`config.mk`:
```
export PLATFORM = sky130hd
export DESIGN_NAME = scsd_top
export DESIGN_NICKNAME = d
export VERILOG_FILES = /design/src/verilog/scsd_pkg.sv /design/src/verilog/scsd_rx.sv /design/src/verilog/scsd_top.sv
export SDC_FILE = /design/constraint.sdc
export NUM_CORES = 1
export LEC_CHECK = 0
export ABC_CLOCK_PERIOD_IN_PS = 2550
export BUFFER_PORTS_ARGS = -buffer_cell sky130_fd_sc_hd__buf_4
export CORE_MARGIN = 3
export CORE_UTILIZATION = 47
export DETAILED_ROUTE_END_ITERATION = 16
export PLACE_DENSITY_LB_ADDON = 0.2
export SYNTH_ARGS = -nofsm -noshare
export SYNTH_HDL_FRONTEND = slang
export SYNTH_SLANG_ARGS = --single-unit
```
`constraint.sdc`:
```
create_clock -name clk -period 2.55 [get_ports clk]
set_clock_uncertainty 0.2 [all_clocks]
set_input_delay 0.255 -clock clk [delete_from_list [all_inputs] [get_ports clk]]
set_output_delay 0.255 -clock clk [all_outputs]
set_load 0.01 [all_outputs]
```
`src/verilog/scsd_pkg.sv`:
```
/*
 serial channel package: register map, field layout, reset values and timing.
 assumes a 32-bit ahb-lite register bus and a 25 MHz system clock.
*/
package scsd_pkg;
  // ==========================================================
  // register map (printed offsets are not multiples of four)
  localparam logic [7:0] IDX_TX_DATA = 8'hab;   // transmit_data index
  localparam logic [7:0] IDX_RX_DATA = 8'had;   // receive_data index
  localparam logic [7:0] IDX_BIT_RATE = 8'ha9;  // bit_rate_setting index
  localparam logic [7:0] IDX_CONTROL = 8'haa;   // serial_control index
  localparam logic [7:0] IDX_STATUS = 8'hac;    // serial_status index
  localparam logic [7:0] IDX_IRQ_STAT = 8'hb0;  // sticky event status
  localparam logic [7:0] IDX_IRQ_EN = 8'hb1;    // event enable
  localparam logic [7:0] IDX_IRQ_CLR = 8'hb2;   // event clear, write only
  // ==========================================================
  // reset values
  localparam logic [7:0] RST_TX_DATA = 8'hff;
  localparam logic [7:0] RST_RX_DATA = 8'h00;
  localparam logic [7:0] RST_BIT_RATE = 8'hff;
  localparam logic [7:0] RST_CONTROL = 8'h00;
  localparam logic [7:0] RST_STATUS = 8'h84;
  // ==========================================================
  // control field positions
  localparam int CTL_TX_EN = 5;
  localparam int CTL_RX_EN = 4;
  // status field positions
  localparam int ST_TDRE = 7;
  localparam int ST_RDRF = 6;
  localparam int ST_OVR = 5;
  localparam int ST_FRM = 4;
  localparam int ST_PAR = 3;
  localparam int ST_TEND = 2;
  localparam int ST_MPBR = 1;
  localparam int ST_MPBT = 0;
  // event bits of the interrupt status register
  localparam int EV_NUM = 4;
  localparam int EV_TX_EMPTY = 0;
  localparam int EV_RX_FULL = 1;
  localparam int EV_RX_ERR = 2;
  localparam int EV_TX_END = 3;
  // ==========================================================
  // timing: bit time is (setting+1) * OVERSAMPLE clock cycles
  localparam int OVERSAMPLE = 16;
  localparam logic [3:0] MID_SAMPLE = 4'h7;
  // ==========================================================
  // types
  typedef enum logic [2:0] {
    TX_IDLE = 3'b001,
    TX_SHIFT = 3'b010,
    TX_STOP = 3'b100
  } scsd_tx_state_t;
  typedef enum logic [2:0] {
    RX_IDLE = 3'b001,
    RX_SHIFT = 3'b010,
    RX_STOP = 3'b100
  } scsd_rx_state_t;
  typedef struct packed {
    logic [31:0] addr;
    logic write;
    logic sel;
  } scsd_bus_req_t;
endpackage

```
`src/verilog/scsd_rx.sv`:
```
/*
 receive shifter: start bit, 8 data bits lsb first, multiprocessor bit, stop.
 assumes rxd already passed two flip-flops and tick is a 16x bit-rate enable.
*/
`timescale 1ns/1ps
module scsd_rx (
  // clock and reset
  input wire logic clk,
  input wire logic rst_n,
  // control
  input wire logic enable,
  input wire logic tick,
  input wire logic rxd_sync,
  // result
  output logic done,
  output logic [7:0] data,
  output logic mp_bit,
  output logic stop_ok
);
  // ==========================================================
  // state
  scsd_pkg::scsd_rx_state_t st_q, st_d;
  logic [3:0] os_q, os_d;      // oversample phase
  logic [3:0] bit_q, bit_d;    // bits taken so far
  logic [8:0] sh_q, sh_d;      // rx_shift_register plus mp bit
  logic done_q, done_d;
  logic ok_q, ok_d;

  // next state
  always_comb begin
    st_d = st_q;
    os_d = os_q;
    bit_d = bit_q;
    sh_d = sh_q;
    done_d = 1'b0;
    ok_d = ok_q;
    if (!enable) begin
      st_d = scsd_pkg::RX_IDLE;
    end else if (tick) begin
      os_d = os_q + 4'h1;
      case (st_q)
        scsd_pkg::RX_IDLE: begin
          // wait for a low start level, then realign phase
          if (!rxd_sync) begin
            st_d = scsd_pkg::RX_SHIFT;
            os_d = 4'h0;
            bit_d = 4'h0;
          end
        end
        scsd_pkg::RX_SHIFT: begin
          if (os_q == scsd_pkg::MID_SAMPLE) begin
            // first mid-sample is the start bit itself
            if (bit_q != 4'h0) begin
              sh_d = {rxd_sync, sh_q[8:1]};
            end
            bit_d = bit_q + 4'h1;
            if (bit_q == 4'h9) begin
              st_d = scsd_pkg::RX_STOP;
            end
            // line back high at the start mid-sample: a glitch or the tail
            // of a low stop bit, so drop it rather than shift in idle ones
            if (bit_q == 4'h0 && rxd_sync) begin
              st_d = scsd_pkg::RX_IDLE;
            end
          end
        end
        scsd_pkg::RX_STOP: begin
          if (os_q == scsd_pkg::MID_SAMPLE) begin
            ok_d = rxd_sync;
            done_d = 1'b1;
            st_d = scsd_pkg::RX_IDLE;
          end
        end
        default: st_d = scsd_pkg::RX_IDLE;
      endcase
    end
  end

  // registers
  always_ff @(posedge clk or negedge rst_n) begin
    if (!rst_n) begin
      st_q <= scsd_pkg::RX_IDLE;
      os_q <= 4'h0;
      bit_q <= 4'h0;
      sh_q <= 9'h000;
      done_q <= 1'b0;
      ok_q <= 1'b0;
    end else begin
      st_q <= st_d;
      os_q <= os_d;
      bit_q <= bit_d;
      sh_q <= sh_d;
      done_q <= done_d;
      ok_q <= ok_d;
    end
  end

  assign done = done_q;
  assign data = sh_q[7:0];
  assign mp_bit = sh_q[8];
  assign stop_ok = ok_q;
endmodule

```
`src/verilog/scsd_top.sv`:
```
/*
 serial channel: ahb-lite register slave, transmitter, receiver and interrupt.
 assumes one 25 MHz clock, single-word ahb-lite transfers, async rxd pin.
*/
// The AHB-Lite register port was decided locally.
// Contract
// - tdre zero write after read clears tend
// - writing transmit data clears tend
// - clearing transmit enable sets tend
// - tend reads zero while shifting out
// - mp received flag mirrors last mp bit
// - rdrf, ovr, frm and par flags cleared only by written zero
// - transmit data moves into shift register
// - eight bit rate setting, resets all ones
`timescale 1ns/1ps
module scsd_top (
  // clock and reset
  input wire logic clk,
  input wire logic rst_n,
  // ahb-lite slave
  input wire logic hsel,
  input wire logic [31:0] haddr,
  input wire logic [1:0] htrans,
  input wire logic hwrite,
  input wire logic [2:0] hsize,
  input wire logic [31:0] hwdata,
  input wire logic hready,
  output logic [31:0] hrdata,
  output logic hreadyout,
  output logic hresp,
  // serial pins
  output logic txd,
  output logic txd_oe,
  input wire logic rxd,
  // general i/o use of the pins while disabled
  input wire logic txd_gpio_out,
  output logic rxd_gpio_in,
  // interrupt
  output logic irq
);
  // ==========================================================
  // bus address phase capture
  scsd_pkg::scsd_bus_req_t req_q, req_d;
  logic [7:0] idx;
  logic wr_en, rd_en;
  // registers
  logic [7:0] tdr_q, tdr_d, rdr_q, rdr_d, brr_q, brr_d, ctl_q, ctl_d;
  logic [7:0] ssr_q, ssr_d;
  logic [7:0] wdat;
  logic tdre_seen_q, tdre_seen_d;   // tdre read as one since last clear
  logic [scsd_pkg::EV_NUM-1:0] ev_q, ev_d, en_q, en_d, ev_set;
  // divider
  logic [7:0] div_q, div_d;
  logic tick;
  logic [3:0] tx_os_q, tx_os_d;
  // transmitter
  scsd_pkg::scsd_tx_state_t tx_q, tx_d;
  logic [9:0] tx_shift_q, tx_shift_d;   // tx_shift_register: data + mp + stop
  logic [3:0] tx_cnt_q, tx_cnt_d;
  logic txd_q, txd_d;
  logic tx_last;
  // rx sync and receiver
  logic rxd_m_q, rxd_s_q;
  logic rx_done, rx_mp, rx_ok;
  logic [7:0] rx_data;
  logic [31:0] rdata_q, rdata_d;

  assign idx = req_q.addr[9:2];
  assign wr_en = req_q.sel && req_q.write;
  assign rd_en = hsel && hready && htrans[1] && !hwrite;
  assign wdat = hwdata[7:0];
  assign hreadyout = 1'b1;   // zero wait states
  assign hresp = 1'b0;       // always okay

  // ==========================================================
  // address phase next value
  always_comb begin
    req_d.addr = haddr;
    req_d.write = hwrite;
    req_d.sel = hsel && hready && htrans[1];
  end

  // ==========================================================
  // read data: computed in the address phase, held in a flop
  always_comb begin
    rdata_d = rdata_q;
    if (rd_en) begin
      rdata_d = 32'h0000_0000;   // unmapped reads zero
      case (haddr[9:2])
        scsd_pkg::IDX_TX_DATA: rdata_d[7:0] = tdr_q;
        scsd_pkg::IDX_RX_DATA: rdata_d[7:0] = rdr_q;
        scsd_pkg::IDX_BIT_RATE: rdata_d[7:0] = brr_q;
        scsd_pkg::IDX_CONTROL: rdata_d[7:0] = ctl_q;
        scsd_pkg::IDX_STATUS: rdata_d[7:0] = ssr_q;
        scsd_pkg::IDX_IRQ_STAT: rdata_d[scsd_pkg::EV_NUM-1:0] = ev_q;
        scsd_pkg::IDX_IRQ_EN: rdata_d[scsd_pkg::EV_NUM-1:0] = en_q;
        default: rdata_d = 32'h0000_0000;
      endcase
    end
  end
  assign hrdata = rdata_q;

  // ==========================================================
  // bit-rate divider: one tick per (setting+1) clocks, 16 ticks a bit
  always_comb begin
    div_d = div_q - 8'h01;
    tick = 1'b0;
    if (div_q == 8'h00) begin
      div_d = brr_q;
      tick = 1'b1;
    end
  end

  // ==========================================================
  // transmitter: loads the shift register from tdr when tdre is clear
  always_comb begin
    tx_d = tx_q;
    tx_shift_d = tx_shift_q;
    tx_cnt_d = tx_cnt_q;
    tx_os_d = tx_os_q;
    txd_d = txd_q;
    tx_last = 1'b0;
    if (!ctl_q[scsd_pkg::CTL_TX_EN]) begin
      tx_d = scsd_pkg::TX_IDLE;
      txd_d = 1'b1;
    end else if (tick) begin
      tx_os_d = tx_os_q + 4'h1;
      case (tx_q)
        scsd_pkg::TX_IDLE: begin
          if (!ssr_q[scsd_pkg::ST_TDRE]) begin
            tx_shift_d = {1'b1, ssr_q[scsd_pkg::ST_MPBT], tdr_q};
            txd_d = 1'b0;   // start bit
            tx_cnt_d = 4'h0;
            tx_os_d = 4'h0;
            tx_d = scsd_pkg::TX_SHIFT;
          end
        end
        scsd_pkg::TX_SHIFT: begin
          if (tx_os_q == 4'hf) begin
            txd_d = tx_shift_q[0];
            tx_shift_d = {1'b1, tx_shift_q[9:1]};
            tx_cnt_d = tx_cnt_q + 4'h1;
            if (tx_cnt_q == 4'h9) begin
              tx_d = scsd_pkg::TX_STOP;
            end
          end
        end
        scsd_pkg::TX_STOP: begin
          // stop bit on the line for one full bit time
          if (tx_os_q == 4'hf) begin
            tx_last = 1'b1;
            tx_d = scsd_pkg::TX_IDLE;
          end
        end
        default: tx_d = scsd_pkg::TX_IDLE;
      endcase
    end
  end

  // ==========================================================
  // register file and status flags; hardware set wins over clear
  always_comb begin
    tdr_d = tdr_q;
    rdr_d = rdr_q;
    brr_d = brr_q;
    ctl_d = ctl_q;
    ssr_d = ssr_q;
    en_d = en_q;
    tdre_seen_d = tdre_seen_q;
    ev_set = '0;
    // status read remembers tdre seen as one
    if (rd_en && haddr[9:2] == scsd_pkg::IDX_STATUS && ssr_q[scsd_pkg::ST_TDRE]) begin
      tdre_seen_d = 1'b1;
    end
    if (wr_en) begin
      case (idx)
        scsd_pkg::IDX_TX_DATA: begin
          tdr_d = wdat;
          ssr_d[scsd_pkg::ST_TDRE] = 1'b0;
          ssr_d[scsd_pkg::ST_TEND] = 1'b0;
        end
        scsd_pkg::IDX_BIT_RATE: brr_d = wdat;
        scsd_pkg::IDX_CONTROL: ctl_d = wdat;
        scsd_pkg::IDX_STATUS: begin
          // only a written zero clears; a one leaves the flag
          if (!wdat[scsd_pkg::ST_TDRE] && tdre_seen_q) begin
            ssr_d[scsd_pkg::ST_TDRE] = 1'b0;
            ssr_d[scsd_pkg::ST_TEND] = 1'b0;
            tdre_seen_d = 1'b0;
          end
          for (int i = scsd_pkg::ST_PAR; i <= scsd_pkg::ST_RDRF; i++) begin
            if (!wdat[i]) begin
              ssr_d[i] = 1'b0;
            end
          end
          ssr_d[scsd_pkg::ST_MPBT] = wdat[scsd_pkg::ST_MPBT];
        end
        scsd_pkg::IDX_IRQ_EN: en_d = wdat[scsd_pkg::EV_NUM-1:0];
        default: ;
      endcase
    end
    // transmitter took the byte: data register empty again
    if (tx_q == scsd_pkg::TX_IDLE && tick && ctl_q[scsd_pkg::CTL_TX_EN]
        && !ssr_q[scsd_pkg::ST_TDRE]) begin
      ssr_d[scsd_pkg::ST_TDRE] = 1'b1;
      ssr_d[scsd_pkg::ST_TEND] = 1'b0;
      ev_set[scsd_pkg::EV_TX_EMPTY] = 1'b1;
    end
    if (tx_last && ssr_q[scsd_pkg::ST_TDRE]) begin
      ssr_d[scsd_pkg::ST_TEND] = 1'b1;
      ev_set[scsd_pkg::EV_TX_END] = 1'b1;
    end
    // transmit enable cleared: empty and ended
    if (!ctl_d[scsd_pkg::CTL_TX_EN] && ctl_q[scsd_pkg::CTL_TX_EN]) begin
      ssr_d[scsd_pkg::ST_TDRE] = 1'b1;
      ssr_d[scsd_pkg::ST_TEND] = 1'b1;
    end
    // receive completion
    if (rx_done) begin
      ssr_d[scsd_pkg::ST_MPBR] = rx_mp;
      if (ssr_q[scsd_pkg::ST_RDRF]) begin
        ssr_d[scsd_pkg::ST_OVR] = 1'b1;
        ev_set[scsd_pkg::EV_RX_ERR] = 1'b1;
      end else if (!rx_ok) begin
        ssr_d[scsd_pkg::ST_FRM] = 1'b1;
        ev_set[scsd_pkg::EV_RX_ERR] = 1'b1;
      end else begin
        rdr_d = rx_data;
        ssr_d[scsd_pkg::ST_RDRF] = 1'b1;
        ev_set[scsd_pkg::EV_RX_FULL] = 1'b1;
      end
    end
    // parity is not selectable here, so its flag is only cleared
    ssr_d[scsd_pkg::ST_PAR] = ssr_d[scsd_pkg::ST_PAR] & ssr_q[scsd_pkg::ST_PAR];
  end

  // interrupt events: set wins over write-one clear
  always_comb begin
    ev_d = ev_q;
    if (wr_en && idx == scsd_pkg::IDX_IRQ_CLR) begin
      ev_d = ev_q & ~wdat[scsd_pkg::EV_NUM-1:0];
    end
    ev_d = ev_d | ev_set;
  end
  assign irq = |(ev_q & en_q);

  // ==========================================================
  // all registers
  always_ff @(posedge clk or negedge rst_n) begin
    if (!rst_n) begin
      req_q <= '0;
      rdata_q <= 32'h0000_0000;
      tdr_q <= scsd_pkg::RST_TX_DATA;
      rdr_q <= scsd_pkg::RST_RX_DATA;
      brr_q <= scsd_pkg::RST_BIT_RATE;
      ctl_q <= scsd_pkg::RST_CONTROL;
      ssr_q <= scsd_pkg::RST_STATUS;
      tdre_seen_q <= 1'b0;
      ev_q <= '0;
      en_q <= '0;
      div_q <= 8'h00;
      tx_q <= scsd_pkg::TX_IDLE;
      tx_shift_q <= 10'h3ff;
      tx_cnt_q <= 4'h0;
      tx_os_q <= 4'h0;
      txd_q <= 1'b1;
      rxd_m_q <= 1'b1;
      rxd_s_q <= 1'b1;
    end else begin
      req_q <= req_d;
      rdata_q <= rdata_d;
      tdr_q <= tdr_d;
      rdr_q <= rdr_d;
      brr_q <= brr_d;
      ctl_q <= ctl_d;
      ssr_q <= ssr_d;
      tdre_seen_q <= tdre_seen_d;
      ev_q <= ev_d;
      en_q <= en_d;
      div_q <= div_d;
      tx_q <= tx_d;
      tx_shift_q <= tx_shift_d;
      tx_cnt_q <= tx_cnt_d;
      tx_os_q <= tx_os_d;
      txd_q <= txd_d;
      rxd_m_q <= rxd;
      rxd_s_q <= rxd_m_q;
    end
  end

  // pins: serial function when enabled, general i/o otherwise
  assign txd = ctl_q[scsd_pkg::CTL_TX_EN] ? txd_q : txd_gpio_out;
  assign txd_oe = 1'b1;
  assign rxd_gpio_in = rxd_s_q;

  // ==========================================================
  // receiver
  scsd_rx u_rx (
    .clk(clk),
    .rst_n(rst_n),
    .enable(ctl_q[scsd_pkg::CTL_RX_EN]),
    .tick(tick),
    .rxd_sync(rxd_s_q),
    .done(rx_done),
    .data(rx_data),
    .mp_bit(rx_mp),
    .stop_ok(rx_ok)
  );
endmodule
```
==> qor.tcl <==
set qor(fin_util) 0.591
set qor(post_synth_instance_area_um2) 5930
set qor(cts_made_buffers) 17
set qor(report.final.setup_viol) 0
set qor(final_number_of_max_transition_violations) 0
set qor(standby_leakage_power_uw) 0.00318
set qor(die-height_um) 118
set qor(final_layout_size_suffix_gt1_frac) 0.284
set qor(synth_cell_type_count) 63
set qor(synth_top_family_by_area) {simple AND/OR/NAND/NOR gates}
set qor(max-slew-margin-rel) 0.617
set qor(tritoncts_num_sinks) 120
set qor(port-buffer-count) 34
set qor(clkSlewWorstSetupHoldPaths_ps) 60
set qor(avgSynthCellArea_um2) 11.0
set qor(run_status) {complete, no violations}
set qor(total_power_draw_uw) 4920
set qor(layout.cells.most_common) {sky130_fd_sc_hd__dfrtp_1}
set qor(postSynth.asyncResetShare) 1.00
set qor(track_usage) 0.209
set qor(grt_antenna_before_repair) 0
set qor(synth_adder_area_share) 0.0190
set qor(synth-seq-area-share) 0.513
set qor(first_pass_grt_wire_length_um) 23000
set qor(synth_compound_area_frac) 0.117
set qor(critical-path-slowest-cell) {sky130_fd_sc_hd__or4_1}
set qor(synth_area_leader_cell) {sky130_fd_sc_hd__dfrtp_1}
set qor(reg2reg_to) {tx_cnt_q[3]}
set qor(yosys-top-cells-area) {sky130_fd_sc_hd__dfrtp_1, sky130_fd_sc_hd__dfstp_2, sky130_fd_sc_hd__mux2_2}
set qor(setup_repair_after_global_routing_missed_its_margin) {false}
set qor(syn2layout_area_growth_pct) 21.3
set qor(power.density_cell_area_nw_per_um2) 685
set qor(drt-vias-per-instance) 5.49
set qor(required_time_of_the_critical_path_ps) 2690
set qor(drt_iter0_markers) 333
set qor(global_route.overflow_total) 0
set qor(io_pins) 114
set qor(critical_path.startpoint_type) {register}
set qor(period_needed_ps) 2410
set qor(post_synth_and_or_nand_nor_area_fraction) 0.154
set qor(route.antenna.remaining_nets) 0
set qor(yosys_register_bits) 120
set qor(dr_total_vias) 4358
set qor(post_synth_xor_area_fraction) 0.0118
set qor(max_slew.worst_pin.slew_ps) 574
set qor(final_estimated_routing_congestion_in_global_placement) 0.920
set qor(first_global_vias) 4407
set qor(maximum_buffer_depth_of_the_clock_tree) 2
set qor(timing.hold.ws_ps) 154
set qor(synth.mux.area_fraction) 0.129
set qor(synth_largest_type_area_fraction) 0.372
set qor(cts_max_level) 4
set qor(dp_hpwl_um) 9840
set qor(layout.cells.most_common_list) {sky130_fd_sc_hd__dfrtp_1, sky130_fd_sc_hd__buf_4, sky130_fd_sc_hd__mux2_2, sky130_fd_sc_hd__nand2_1, sky130_fd_sc_hd__o21ai_0}
set qor(rr_worst_depth) 7
set qor(yosys_warnings) 0
set qor(timing.critical_path.fanout_max) 5
set qor(die_width_um) 118
set qor(wire_per_inst_um) 17.2
set qor(drt_wl_total_um) 13700
set qor(cap_viol_max_count) 0
set qor(synth-main-ff-cell) {sky130_fd_sc_hd__dfrtp_1}
set qor(core_area_um2) 12200
set qor(final_nets) 698
set qor(largest_net_degree_at_the_start_of_global_routing) 41
set qor(post_layout_nonfiller_instances) 794
set qor(drt_drc) 0
set qor(final.period_utilization) 0.946
set qor(number_of_hold_violations_in_the_final_report) 0
set qor(crit-reg2reg-launch) {div_q[0]}
set qor(worstSetupEndpointType) {register}
set qor(cts_tree) {done}
set qor(placed_cells) 741
set qor(hp-start) {rxd_m_q}
set qor(timing.critical_path.arrival_ps) 2560
set qor(cp_cell_sequence) {inv_1 -> ha_1 -> nor3b_4 -> nand3_4 -> or4_1 -> or3_1 -> a21oi_1}
set qor(initial_utilization) 0.487
set qor(diodes) 0
set qor(hold_path.class) {register to register}
set qor(max_freq_ghz) 0.414
set qor(worst_hold_path.endpoint) {rxd_gpio_in}
set qor(clk_root_buffer_cell) {sky130_fd_sc_hd__clkbuf_16}
set qor(fp-row-count) 40
set qor(criticalPathCategory) {register to register}
set qor(irDropWorstVdd_v) 0.000451
set qor(dr.pass1.iters) 5
set qor(worst_path_largest_cell_delay_ps) 580
set qor(clkLatencyLatePin_ps) 420
set qor(worst-r2r-setup-slack_ps) 140
set qor(die_area_um2) 14000
set qor(fin_tns_setup_ps) 0
set qor(min_delay_path_depth) 0
set qor(synth_enable_flop_cells) 0
set qor(synthCells) 539
Yosys cell counts, types with 6 or more instances:
library cell and instances:
sky130_fd_sc_hd__inv_1 12, sky130_fd_sc_hd__a21oi_1 18, sky130_fd_sc_hd__dfstp_2 32, sky130_fd_sc_hd__nand3b_1 6, sky130_fd_sc_hd__a21o_1 7, sky130_fd_sc_hd__nand2_1 46
sky130_fd_sc_hd__nor3_1 10, sky130_fd_sc_hd__buf_4 27, sky130_fd_sc_hd__nor2_1 23, sky130_fd_sc_hd__a22oi_1 7, sky130_fd_sc_hd__nor2b_1 9, sky130_fd_sc_hd__nand3_1 14
sky130_fd_sc_hd__mux2i_1 19, sky130_fd_sc_hd__or3_1 8, sky130_fd_sc_hd__o21ai_0 35, sky130_fd_sc_hd__dfrtp_1 88, sky130_fd_sc_hd__clkbuf_1 16, sky130_fd_sc_hd__ha_1 9
sky130_fd_sc_hd__mux2_2 51, sky130_fd_sc_hd__nand2b_1 9, sky130_fd_sc_hd__nor3b_1 7, sky130_fd_sc_hd__o31ai_1 7
through the flow:
stage               setup WS [ps]  instance area [um2]
detailed placement            158                 6380
global route                 10.9                 7190
floorplan                    74.6                 6020
finish                        137                 7190
global placement              173                 6380
CTS                          77.4                 7180
layer usage:
layer / global-route usage / vias up / share of wire
li1: - / 2055 / -
met1: 0.283 / 2138 / 0.45
met2: 0.321 / 138 / 0.47
met3: 0.0507 / 27 / 0.056
met4: 0.0901 / 0 / 0.022
met5: 0 / - / 0
state kept, by name, indices dropped and copies added (netlist names), 8 cells and up:
register	cells
rdr_q	8
div_q	8
brr_q	8
ssr_q	8
ctl_q	8
tx_shift_q	9
hrdata	8
tdr_q	8
u_rx.sh_q	9
idx	8
worst max path at each step:
stage,slack [ps],start,to
6_report,140,div_q[0],tx_cnt_q[3]
3_5_place_dp,160,div_q[0],tx_cnt_q[3]
3_3_place_gp,170,u_rx.os_q[0],u_rx.stop_ok
2_1_floorplan,70,div_q[0],tx_cnt_q[3]
4_1_cts,80,div_q[0],tx_cnt_q[3]
5_1_grt,10,div_q[0],tx_cnt_q[0]
timing repair:
item / in CTS / in global routing
gates resized for setup: 0 / 1
hold endpoints to repair: 85 / 0
endpoints found under the setup margin: 0 / 3
hold buffers: 21 / 0
buffers inserted: 0 / 0
worst max-delay path, delay by kind of cell, from the launching register on:
kind,cells,cell delay [ps]
DFF,1,390
adders and majority gates,1,160
buffers and inverters,1,100
and+or+nand+nor,4,1340
AOI/OAI and AO/OA,1,140
power breakdown:
part	internal (uW)	total (uW)	switching, uW
Clock	1460	2340	880
Sequential	2010	2120	111
Combinational	215	463	249
Total	3680	4920	1240
logic make-up after synthesis:
family                   Yosys count
XOR/XNOR                           8
multiplexers                      70
adder cells (fa/ha/maj)            9
buffers and inverters             59
flip-flops                       120
AO/OA/AOI/OAI                    107
other                              2
AND/OR/NAND/NOR                  164
layout make-up:
cell class / instances / area [um2]
Clock inverter: 14 / 150
Tap cell: 168 / 210
Sequential cell: 120 / 3040
Fill cell: 1012 / 4970
Inverter: 12 / 45.0
Multi-Input combinational cell: 385 / 2660
Timing Repair Buffer: 77 / 643
Clock buffer: 18 / 439
No activity file was read; power rests on OpenSTA's default activity.
